$ cat src/logic/dsac_pkg.sv
// Constants shared by the delta-sigma converter control block.
package dsac_pkg;
   localparam logic [7:0] ADDR_CONN = 8'h00;
   localparam logic [7:0] ADDR_CHAN = 8'h04;
   localparam logic [7:0] ADDR_LNA = 8'h08;
   localparam logic [7:0] ADDR_RES_LO = 8'h0C;
   localparam logic [7:0] ADDR_RES_MID = 8'h10;
   localparam logic [7:0] ADDR_RES_HI = 8'h14;
   localparam logic [7:0] ADDR_FRATE = 8'h18;
   localparam logic [7:0] ADDR_CCTRL = 8'h1C;
   localparam logic [7:0] ADDR_PRESC = 8'h20;
   localparam logic [3:0] IDX_CONN = 4'h0;
   localparam logic [3:0] IDX_CHAN = 4'h1;
   localparam logic [3:0] IDX_LNA = 4'h2;
   localparam logic [3:0] IDX_RES_LO = 4'h3;
   localparam logic [3:0] IDX_RES_MID = 4'h4;
   localparam logic [3:0] IDX_RES_HI = 4'h5;
   localparam logic [3:0] IDX_FRATE = 4'h6;
   localparam logic [3:0] IDX_CCTRL = 4'h7;
   localparam logic [3:0] IDX_PRESC = 4'h8;
   localparam logic [3:0] IDX_NONE = 4'hF;
   localparam logic [7:0] MASK_CONN = 8'hE0;
   localparam logic [7:0] MASK_CHAN = 8'hFF;
   localparam logic [7:0] MASK_LNA = 8'h87;
   localparam logic [7:0] MASK_FRATE = 8'hFF;
   localparam logic [7:0] MASK_CCTRL = 8'h3C;
   localparam logic [7:0] MASK_PRESC = 8'h1F;
   localparam logic [7:0] RST_REG = 8'h00;
   localparam logic [23:0] RST_RESULT = 24'h00_0000;
   localparam int CONN_JOIN_BIT = 7;
   localparam int CONN_ROUTE_LSB = 5;
   localparam int CHAN_NEG_LSB = 4;
   localparam int CHAN_POS_LSB = 0;
   localparam int LNA_EN_BIT = 7;
   localparam int LNA_POS_BIT = 2;
   localparam int LNA_SW1_BIT = 1;
   localparam int LNA_SW0_BIT = 0;
   localparam int FR_ORDER_BIT = 7;
   localparam int FR_NSEL_LSB = 4;
   localparam int FR_OSR_LSB = 0;
   localparam int CC_HOLD_BIT = 5;
   localparam int CC_EOC_BIT = 4;
   localparam int CC_SRST_BIT = 3;
   localparam int CC_ON_BIT = 2;
   localparam logic [4:0] PRESC_BYPASS = 5'h1F;
   localparam logic [4:0] NDIV_30 = 5'h1E;
   localparam logic [4:0] NDIV_12 = 5'h0C;
   localparam logic [3:0] OSR_CODE_MAX = 4'h8;
   localparam int OSR_MAX_LOG2_DEF = 15;
   localparam int FRAME_W = 17;
endpackage

$ cat src/logic/dsac_clkgen.sv
// Master clock prescaler and modulator divider, as clock-enable ticks.
`timescale 1ns/1ps
`default_nettype none
module dsac_clkgen (
   // Clock, reset and enable.
   input wire logic clk_sys_in,
   input wire logic rst_n_in,
   input wire logic ce_in,
   // Settings.
   input wire logic [4:0] presc_in,
   input wire logic [1:0] nsel_in,
   // Ticks.
   output logic mclk_tick_out,
   output logic mod_tick_out
);
   import dsac_pkg::*;

   typedef struct packed {
      logic [5:0] pcnt;
      logic [4:0] ncnt;
      logic mclk;
      logic modt;
   } dsac_clk_t;

   dsac_clk_t s;
   dsac_clk_t next_s;
   logic hit;
   logic [5:0] plim;
   logic [4:0] nlim;

   always_comb begin
      next_s = s;
      // Period 2*(code+1) cycles is a terminal count of {code,1}.
      plim = {presc_in, 1'b1};
      hit = (presc_in == PRESC_BYPASS) || (s.pcnt >= plim);
      nlim = nsel_in[1] ? (NDIV_12 - 5'h01) : (NDIV_30 - 5'h01);
      next_s.pcnt = hit ? 6'h00 : s.pcnt + 6'h01;
      next_s.mclk = hit;
      next_s.modt = 1'b0;
      if (hit) begin
         if (s.ncnt >= nlim) begin
            next_s.ncnt = 5'h00;
            next_s.modt = 1'b1;
         end else begin
            next_s.ncnt = s.ncnt + 5'h01;
         end
      end
   end

   always_ff @(posedge clk_sys_in or negedge rst_n_in) begin
      if (!rst_n_in) begin
         s <= '0;
      end else if (ce_in) begin
         s <= next_s;
      end
   end

   assign mclk_tick_out = s.mclk;
   assign mod_tick_out = s.modt;
endmodule
`default_nettype wire

$ cat src/logic/dsac_decim.sv
// Frame counter and accumulating decimator for the modulator bitstream.
`timescale 1ns/1ps
`default_nettype none
module dsac_decim #(
   parameter int FRAME_W = 17
) (
   // Clock, reset and enable.
   input wire logic clk_sys_in,
   input wire logic rst_n_in,
   input wire logic ce_in,
   // Control.
   input wire logic clr_in,
   input wire logic tick_in,
   input wire logic bit_in,
   input wire logic [FRAME_W-1:0] frame_last_in,
   // Result.
   output logic done_out,
   output logic [23:0] result_out
);
   typedef struct packed {
      logic [FRAME_W-1:0] cnt;
      logic [23:0] acc;
      logic [23:0] res;
      logic done;
   } dsac_dec_t;

   dsac_dec_t s;
   dsac_dec_t next_s;
   logic [23:0] sum;

   always_comb begin
      next_s = s;
      next_s.done = 1'b0;
      sum = bit_in ? s.acc + 24'h00_0001 : s.acc - 24'h00_0001;
      if (clr_in) begin
         // Held clear keeps the frame from ever starting.
         next_s.cnt = '0;
         next_s.acc = '0;
      end else if (tick_in) begin
         if (s.cnt >= frame_last_in) begin
            next_s.cnt = '0;
            next_s.acc = '0;
            next_s.res = sum;
            next_s.done = 1'b1;
         end else begin
            next_s.cnt = s.cnt + 1'b1;
            next_s.acc = sum;
         end
      end
   end

   always_ff @(posedge clk_sys_in or negedge rst_n_in) begin
      if (!rst_n_in) begin
         s <= '0;
      end else if (ce_in) begin
         s <= next_s;
      end
   end

   assign done_out = s.done;
   assign result_out = s.res;
endmodule
`default_nettype wire

$ cat src/logic/dsac_top.sv
// Delta-sigma converter control: APB registers, rates, results, flags.
`timescale 1ns/1ps
`default_nettype none
module dsac_top #(
   parameter int OSR_MAX_LOG2 = dsac_pkg::OSR_MAX_LOG2_DEF
) (
   // Clock, reset and enable.
   input wire logic clk_sys_in,
   input wire logic reset_n_in,
   input wire logic ce_in,
   // APB slave.
   input wire logic psel_in,
   input wire logic penable_in,
   input wire logic pwrite_in,
   input wire logic [7:0] paddr_in,
   input wire logic [31:0] pwdata_in,
   output logic [31:0] prdata_out,
   output logic pready_out,
   output logic pslverr_out,
   // Modulator bitstream from the analog front end.
   input wire logic mod_bit_in,
   // Input routing controls.
   output logic input_ends_join_out,
   output logic [1:0] input_route_cfg_out,
   output logic [3:0] neg_input_sel_out,
   output logic [3:0] pos_input_sel_out,
   // Low-noise amplifier controls.
   output logic lownoise_amp_en_out,
   output logic lownoise_amp_pos_sel_out,
   output logic lownoise_switch_1_out,
   output logic lownoise_switch_0_out,
   // Converter controls and events.
   output logic converter_on_out,
   output logic filter_soft_reset_out,
   output logic mod_tick_out,
   output logic conv_irq_out
);
   import dsac_pkg::*;

   if (OSR_MAX_LOG2 < 8 || OSR_MAX_LOG2 > 15) begin : g_bad_osr
      $error("OSR_MAX_LOG2 must lie between 8 and 15");
   end

   typedef struct packed {
      logic [7:0] conn;
      logic [7:0] chan;
      logic [7:0] lna;
      logic [7:0] frate;
      logic [7:0] cctrl;
      logic [7:0] presc;
      logic [23:0] result;
      logic [31:0] prdata;
      logic pready;
      logic pslverr;
      logic irq;
   } dsac_state_t;

   dsac_state_t s;
   dsac_state_t next_s;
   logic [1:0] rst_sync;
   logic rst_n;
   logic [1:0] bit_sync;
   logic mod_tick;
   logic dec_done;
   logic [23:0] dec_result;
   logic dec_clr;
   logic [FRAME_W-1:0] frame_last;
   logic [3:0] idx;
   logic setup;
   logic access;
   logic wr;
   logic accept;
   logic hold;

   // Address decode shared by the read and the write path.
   function automatic logic [3:0] reg_index(input logic [7:0] a);
      logic [3:0] r;
      r = IDX_NONE;
      if (a == ADDR_CONN) begin
         r = IDX_CONN;
      end else if (a == ADDR_CHAN) begin
         r = IDX_CHAN;
      end else if (a == ADDR_LNA) begin
         r = IDX_LNA;
      end else if (a == ADDR_RES_LO) begin
         r = IDX_RES_LO;
      end else if (a == ADDR_RES_MID) begin
         r = IDX_RES_MID;
      end else if (a == ADDR_RES_HI) begin
         r = IDX_RES_HI;
      end else if (a == ADDR_FRATE) begin
         r = IDX_FRATE;
      end else if (a == ADDR_CCTRL) begin
         r = IDX_CCTRL;
      end else if (a == ADDR_PRESC) begin
         r = IDX_PRESC;
      end
      return r;
   endfunction

   // Frame length in modulator ticks, less one.
   function automatic logic [FRAME_W-1:0] frame_len_m1(input logic [3:0] code,
                                                       input logic order2);
      logic [3:0] c;
      logic [4:0] sh;
      logic [FRAME_W:0] len;
      c = (code > OSR_CODE_MAX) ? OSR_CODE_MAX : code;
      sh = 5'(OSR_MAX_LOG2) - {1'b0, c};
      len = (FRAME_W + 1)'(1) << sh;
      if (order2) begin
         len = len << 1;
      end
      return FRAME_W'(len - 1'b1);
   endfunction

   always_ff @(posedge clk_sys_in or negedge reset_n_in) begin
      if (!reset_n_in) begin
         rst_sync <= 2'b00;
      end else begin
         rst_sync <= {rst_sync[0], 1'b1};
      end
   end
   assign rst_n = rst_sync[1];

   always_ff @(posedge clk_sys_in or negedge rst_n) begin
      if (!rst_n) begin
         bit_sync <= 2'b00;
      end else if (ce_in) begin
         bit_sync <= {bit_sync[0], mod_bit_in};
      end
   end

   dsac_clkgen u_clkgen (
      .clk_sys_in(clk_sys_in),
      .rst_n_in(rst_n),
      .ce_in(ce_in),
      .presc_in(s.presc[4:0]),
      .nsel_in(s.frate[FR_NSEL_LSB +: 2]),
      .mclk_tick_out(),
      .mod_tick_out(mod_tick)
   );

   assign frame_last = frame_len_m1(s.frate[FR_OSR_LSB +: 4], s.frate[FR_ORDER_BIT]);
   assign dec_clr = s.cctrl[CC_SRST_BIT] || !s.cctrl[CC_ON_BIT];

   dsac_decim #(
      .FRAME_W(FRAME_W)
   ) u_decim (
      .clk_sys_in(clk_sys_in),
      .rst_n_in(rst_n),
      .ce_in(ce_in),
      .clr_in(dec_clr),
      .tick_in(mod_tick),
      .bit_in(bit_sync[1]),
      .frame_last_in(frame_last),
      .done_out(dec_done),
      .result_out(dec_result)
   );

   assign idx = reg_index(paddr_in);
   assign setup = psel_in && !penable_in;
   assign access = psel_in && penable_in && s.pready;
   assign wr = access && pwrite_in;
   assign hold = s.cctrl[CC_HOLD_BIT];
   assign accept = dec_done && !hold;

   always_comb begin
      next_s = s;
      next_s.irq = 1'b0;
      next_s.pready = setup;
      if (setup) begin
         next_s.pslverr = (idx == IDX_NONE);
         case (idx)
            IDX_CONN: next_s.prdata = {24'h00_0000, s.conn};
            IDX_CHAN: next_s.prdata = {24'h00_0000, s.chan};
            IDX_LNA: next_s.prdata = {24'h00_0000, s.lna};
            IDX_RES_LO: next_s.prdata = {24'h00_0000, s.result[7:0]};
            IDX_RES_MID: next_s.prdata = {24'h00_0000, s.result[15:8]};
            IDX_RES_HI: next_s.prdata = {24'h00_0000, s.result[23:16]};
            IDX_FRATE: next_s.prdata = {24'h00_0000, s.frate};
            IDX_CCTRL: next_s.prdata = {24'h00_0000, s.cctrl};
            IDX_PRESC: next_s.prdata = {24'h00_0000, s.presc};
            default: next_s.prdata = 32'h0000_0000;
         endcase
      end else if (access) begin
         next_s.pslverr = 1'b0;
      end
      if (wr) begin
         // Masks keep unimplemented bits at zero.
         if (idx == IDX_CONN) begin
            next_s.conn = pwdata_in[7:0] & MASK_CONN;
         end else if (idx == IDX_CHAN) begin
            next_s.chan = pwdata_in[7:0] & MASK_CHAN;
         end else if (idx == IDX_LNA) begin
            next_s.lna = pwdata_in[7:0] & MASK_LNA;
         end else if (idx == IDX_FRATE) begin
            next_s.frate = pwdata_in[7:0] & MASK_FRATE;
         end else if (idx == IDX_CCTRL) begin
            next_s.cctrl = pwdata_in[7:0] & MASK_CCTRL;
            // Writing one leaves the end flag as it is.
            next_s.cctrl[CC_EOC_BIT] = s.cctrl[CC_EOC_BIT] && pwdata_in[CC_EOC_BIT];
         end else if (idx == IDX_PRESC) begin
            next_s.presc = pwdata_in[7:0] & MASK_PRESC;
         end
      end
      if (accept) begin
         next_s.result = dec_result;
         next_s.cctrl[CC_EOC_BIT] = 1'b1;
         next_s.irq = 1'b1;
      end
   end

   always_ff @(posedge clk_sys_in or negedge rst_n) begin
      if (!rst_n) begin
         s.conn <= RST_REG;
         s.chan <= RST_REG;
         s.lna <= RST_REG;
         s.frate <= RST_REG;
         s.cctrl <= RST_REG;
         s.presc <= RST_REG;
         s.result <= RST_RESULT;
         s.prdata <= 32'h0000_0000;
         s.pready <= 1'b0;
         s.pslverr <= 1'b0;
         s.irq <= 1'b0;
      end else if (ce_in) begin
         s <= next_s;
      end
   end

   assign prdata_out = s.prdata;
   assign pready_out = s.pready;
   assign pslverr_out = s.pslverr;
   assign input_ends_join_out = s.conn[CONN_JOIN_BIT];
   assign input_route_cfg_out = s.conn[CONN_ROUTE_LSB +: 2];
   assign neg_input_sel_out = s.chan[CHAN_NEG_LSB +: 4];
   assign pos_input_sel_out = s.chan[CHAN_POS_LSB +: 4];
   assign lownoise_amp_en_out = s.lna[LNA_EN_BIT];
   assign lownoise_amp_pos_sel_out = s.lna[LNA_POS_BIT];
   assign lownoise_switch_1_out = s.lna[LNA_SW1_BIT];
   assign lownoise_switch_0_out = s.lna[LNA_SW0_BIT];
   assign converter_on_out = s.cctrl[CC_ON_BIT];
   assign filter_soft_reset_out = s.cctrl[CC_SRST_BIT];
   assign mod_tick_out = mod_tick;
   assign conv_irq_out = s.irq;
endmodule
`default_nettype wire

$ cat config.mk
export PLATFORM = sky130hd
export DESIGN_NAME = dsac_top
export DESIGN_NICKNAME = d
export VERILOG_FILES = /design/src/logic/dsac_pkg.sv /design/src/logic/dsac_clkgen.sv /design/src/logic/dsac_decim.sv /design/src/logic/dsac_top.sv
export SDC_FILE = /design/constraint.sdc
export NUM_CORES = 1
export LEC_CHECK = 0
export BUFFER_PORTS_ARGS = -buffer_cell sky130_fd_sc_hd__buf_2
export CAP_MARGIN = 15
export CORE_MARGIN = 2
export CORE_UTILIZATION = 40
export CTS_CLUSTER_SIZE = 14
export DETAILED_ROUTE_END_ITERATION = 6
export SYNTH_ARGS = -nofsm -noshare
export SYNTH_HDL_FRONTEND = slang
export SYNTH_HIERARCHICAL = 1
export SYNTH_SLANG_ARGS = --single-unit
$ cat constraint.sdc
create_clock -name clk_sys_in -period 7.32 [get_ports clk_sys_in]
set_input_delay 0.732 -clock clk_sys_in [delete_from_list [all_inputs] [get_ports clk_sys_in]]
set_output_delay 0.732 -clock clk_sys_in [all_outputs]
set_load 0.1 [all_outputs]
# After elaboration in Yosys (flattened, before gate mapping)
# Cells that the tools add are included.
totals:
  inputBits: 47
  ramBits: 0
  mem_count: 0
  word_cells: 126
  romBits: 0
  latchBits: 0
  reg_bits: 173
  out_inout_bits: 53
op_classes:
  muxes: 35
  n_bitwise: 6
  magnitude_cmp: 4
  eq_ne: 22
  addsub: 7
  div: 0
  n_mul: 0
  shifts: 1
  reduce_logical: 30
ops:
  columns: ["op", "n"]
  rows:
  - ["41-bit 2-to-1 mux", 2]
  - ["8-bit one-hot mux with 9 select lines", 1]
  - ["66-bit 2-to-1 mux", 1]
  - ["13-bit 2-to-1 mux", 5]
  - ["4-bit 2-to-1 mux", 9]
  - ["8-bit by 5-bit equality test with 1-bit output (second input constant)", 4]
  - ["25-bit 2-to-1 mux", 1]
  - ["5-bit 2-to-1 mux", 5]
  - ["24-bit by 1-bit adder with 24-bit output (second input constant)", 1]
  - ["24-bit 2-to-1 mux", 1]
  - ["24-bit by 1-bit subtractor with 24-bit output (second input constant)", 1]
  - ["17-bit by 1-bit adder with 17-bit output (second input constant)", 1]
  - ["17-bit greater-or-equal comparator", 1]
  - ["17-bit 2-to-1 mux", 1]
  - ["1-bit by 5-bit << shifter with 17-bit output (first input constant)", 1]
  - ["17-bit by 1-bit subtractor with 17-bit output (second input constant)", 1]
  - ["4-bit by 3-bit equality test with 1-bit output (second input constant)", 4]
  - ["8-bit by 4-bit equality test with 1-bit output (second input constant)", 2]
  - ["7-bit AND reduction", 2]
  - ["2-bit AND reduction", 5]
  - ["4-bit by 2-bit equality test with 1-bit output (second input constant)", 2]
  - ["4-bit equality test (second input constant)", 2]
  - ["8-bit by 3-bit equality test with 1-bit output (second input constant)", 1]
  - ["8-bit by 6-bit equality test with 1-bit output (second input constant)", 1]
  - ["other kinds (24)", 50]

# Longest topological paths before layout
logic_depth:
  ltp_word: 19
  ltp_mapped: 16
  ltp_nobuf: 14

# By module
# The synthesis kept the hierarchy.
by_module_without_submodules:
  columns: ["module", "cells_each", "n_inst", "seq_area_each_um2", "area_each_um2"]
  rows:
  - ["dsac_decim", 485, 1, 1651.6, 4745.8]
  - ["dsac_top", 348, 1, 1776.7, 3953.8]
  - ["dsac_clkgen", 89, 1, 325.3, 833.3]

# Worst setup path after synthesis
# OpenSTA, ideal clock, no wires.
synth_path:
  kind: "register to register"
  startpoint: "register s[76] (netlist name)"
  endpoint: "register u_decim.s (netlist bit u_decim/result_out[10])"
  slack_ns: 4.509
  path_buffers: 2
  synth_period_minus_slack_ns: 2.811
  setup_time_ns: 0.125
  arrival_ns: 2.687
  path_stages_with_launch: 14
  t_required_ns: 7.195
  cell_sequence: "dfrtp_1 -> clkbuf_1 -> nand3_1 -> a21oi_1 -> o21ai_0 -> inv_1 -> ha_1 -> and3_1 -> o2111ai_1 -> a21o_1 -> a221o_2 -> a21oi_4 -> buf_6 -> mux2_2"
synth_via:
  elab_chain_cells: 8
synth_rtl:
  columns: ["item", "line_no", "text"]
  rows:
  - ["start, declared", "dsac_top.sv:58", "dsac_state_t s;"]
  - ["start signal, assigned", "dsac_top.sv:227", "s <= next_s;"]
  - ["4-bit > comparator", "dsac_top.sv:107", "c = (code > OSR_CODE_MAX) ? OSR_CODE_MAX : code;"]
  - ["4-bit 2-to-1 mux *", "dsac_top.sv:107", null]
  - ["4-bit by 4-bit subtractor with 5-bit output *", "dsac_top.sv:108", "sh = 5'(OSR_MAX_LOG2) - {1'b0, c};"]
  - ["1-bit by 5-bit << shifter with 17-bit output *", "dsac_top.sv:109", "len = (FRAME_W + 1)'(1) << sh;"]
  - ["17-bit 2-to-1 mux *", "dsac_top.sv:110", "if (order2) begin"]
  - ["17-bit by 1-bit subtractor with 17-bit output *", "dsac_top.sv:113", "return FRAME_W'(len - 1'b1);"]
  - ["named net frame_last[8]", "dsac_top.sv:67", "logic [FRAME_W-1:0] frame_last;"]
  - ["17-bit greater-or-equal comparator *", "dsac_decim.sv:40", "if (s.cnt >= frame_last_in) begin"]
  - ["4-bit AND reduction (no source line) *", null, null]
  - ["end signal, assigned", "dsac_decim.sv:56", "s <= next_s;"]
  - ["end, declared", "dsac_decim.sv:27", "dsac_dec_t s;"]
# Mark *: on every way through the listed nets, which the timed path passes. The rest lies on a longest branch.
# A chain may end at the register's enable or synchronous reset.

# Worst setup path after layout
layout_path:
  startpoint: "register s[77] (netlist name)"
  endpoint: "register u_decim.s (netlist bit u_decim/result_out[22])"
# Same word-level chain as after synthesis.

==> metrics.md <==
| Metric | Value |
|---|---|
| Initial antenna violation count | `0` |
| Buffers on Ports | `51` |
| Clock Pin Slew Worst Setup and Hold Paths | `0.07 ns` |
| Mean post-synth cell area | `10.3 sq um` |
| # resized after CTS | `0` |
| Worst Max-Slew Pin Slew | `0.978 ns` |
| VDD IR max | `0.145 mV` |
| Crit path top cell by count | `nor2_1` |
| Ant diodes | `0` |
| Period minus WS final | `3.52 ns` |
| Fillers | `2308` |
| Cts bufs inserted | `17` |
| CP Class | `flip-flop to flip-flop` |
| Worst setup EP type | `flip-flop` |
| Final setup TNS | `0 ns` |
| Clk_lat worst skew | `0.43 ns` |
| Max FO, Critical Path | `13` |
| Post-CTS Setup Bufs | `0` |
| Aggregate routed wire length | `21.8 mm` |
| Clk root buf | `clkbuf_16` |
| Worst EP required | `7.63 ns` |
| YS warnings | `6` |
| Worst Path Buf+Inv | `1` |
| Site Rows | `56` |
| CP Depth | `13` |
| Cts hold-fix bufs | `0` |
| Final setup violation count | `0` |
| Congestion Overflow GR | `0` |
| Switch share | `33.5%` |
| CTS H-tree depth | `4` |
| Combinational power share | `19.0%` |
| Cells along the critical path | `nor2b_1 > nor2_1 > o22a_1 > nor2_1 > inv_1 > ha_1 > a21oi_1 > o211ai_1 > a211oi_2 > a221oi_2 > o21ai_1 > nor2_1 > a221o_1` |
| Placed cells | `1213` |
| Unrepaired setup endpoints after global routing | `false` |
| Via density | `5.45` |
| Area taken by multi-input logic gates | `5010 sq um` |
| Top Family by Delay on Critical Path | `compound AO/OA/AOI/OAI gates` |
| Reg power frac | `41.7%` |
| Vias in the first global route | `6643` |
| Layout cells sized above 1 | `21.7%` |
| Crit-path max cell delay | `0.79 ns` |
| Global-route wire length before repair | `35.4 mm` |
| Fin area | `10200 sq um` |
| Power Density | `210 nW/um^2` |
| Register area | `3730 sq um` |
| DR pass1 iterations | `5` |
| Slew Viols, Final | `0` |
| Cell internal pwr | `1.42 mW` |
| GR Util All Layers | `18.1%` |
| Setup Skew | `0.00901 ns` |
| Static Leakage | `4.99 nW` |
| DRC errors left | `0` |
| Largest net degree at the start of global routing | `70` |
| Rel. slew slack | `34.6%` |
| Routability cong. | `0.884` |
| Via count | `6788` |
| Critical Path Start Type | `flip-flop` |
| CTS tree | `yes` |
| Tcrit/Tclk final | `48.1%` |
| Starting Density | `40.6%` |
| Synth Cell Area | `9500 sq um` |
| Post-route ant nets | `0` |
| Die Area | `25000 sq um` |
| Final nets | `1012` |
| Min-delay worst type | `input pin to asynchronous set/reset pin` |
| Placed Area | `9600 sq um` |
| Fin cells | `1245` |
| Core Footprint | `23400 sq um` |
| Clk network pwr share | `39.3%` |
| Crit path DAT | `3.82 ns` |
| DIE WIDTH | `158 microns` |
| Maxcap violations | `0` |
| FMAX | `284 MHz` |
| Hpwl dp | `15.5 mm` |
| Slowest CP cell | `o21ai_1` |
| Clk sinks | `149` |
| Longest Clk Path Bufs | `2` |
| Mapped Cells | `920` |
| Reg2reg path depth | `13` |
| IO Count | `100` |
| Sw power | `0.716 mW` |
| Status | `finished clean` |
| Layout Area Growth over Synthesis | `6.89%` |
| Hold Fails Final Rpt | `0` |
| DRT iter0 DRCs | `483` |
| Routed WL per cell | `17.5 microns` |
| Worst hold slack | `0.0713 ns` |
| Die height | `158 microns` |
flip-flops by register name, indices dropped and copies added, names as in the netlist, 2 cells and up:
name,cells
u_decim/s,41
s,38
u_decim/result_out,24
u_clkgen/s,11
prdata_out,8
neg_input_sel_out,4
pos_input_sel_out,4
bit_sync,2
input_route_cfg_out,2
rst_sync,2
metal layers:
metal  share of wire, %  vias to the layer above  track usage, %  wire, microns
li1                   -                     3257               -              -
met5                  0                        -               0              0
met4                2.2                        0            6.18            471
met3                3.4                       28            2.71            734
met2                 45                      148            29.1           9810
met1                 49                     3355            24.9          10800
final cells by class:
type	instances	area share [%]
multi-input combinational	646	49.3
sequential	149	36.8
clock buffer	18	4.23
tap	319	3.93
timing repair buffer	56	2.88
inverter	43	1.59
clock inverter	14	1.27
layout by cell type, fill, tap and decap left out, types with 10 or more instances in the layout:
cell type and count:
xnor2_1 14, inv_1 43, nand2_1 57, o21a_1 11, a21oi_1 37, xor2_1 10, and3_1 13, a21o_1 32
a22o_1 25, mux2_2 77, o21ai_0 40, nor2_1 30, nand3_1 21, conb_1 30, nor3_1 12, buf_2 51
ha_1 51, clkbuf_16 17, dfrtp_1 148, nand4_1 11
through the flow:
step           total power [mW]  util, %  worst slack [ns]
2_1_floorplan              1.23        -              2.86
3_3_place_gp               1.30     41.0              3.85
3_5_place_dp               1.31     41.0              3.86
4_1_cts                    2.16     43.4              3.79
5_1_grt                    2.24     43.4              3.50
6_report                   2.14     43.4              3.80
power by group through the flow:
stage	clock, mW	combinational (mW)	sequential (mW)
6_report	0.840	0.405	0.892
5_1_grt	0.898	0.448	0.897
4_1_cts	0.863	0.405	0.892
3_5_place_dp	0	0.404	0.908
3_3_place_gp	0	0.395	0.907
2_1_floorplan	0	0.305	0.929
final timing paths:
check / startpoint / to / slack [ns]
max: s[77] / u_decim/result_out[22] / 3.80
min: reset_n_in / rst_sync[1] / 0.07
max reg2reg: s[77] / u_decim/result_out[22] / 3.80
min reg2reg: rst_sync[1] / u_decim/s[50] / 0.26
max in group asynchronous: rst_sync[1] / u_decim/result_out[22] / 5.12
min in group clk_sys_in: rst_sync[0] / rst_sync[1] / 0.35
worst reg2reg max path, delay by kind of cell (launching register included):
family,cells,cell delay (ns)
compound gates,7,2.05
flops,1,0.53
fa+ha+maj,1,0.29
simple gates,4,0.48
buf+inv,1,0.05
(Power assumes the default switching activity.)
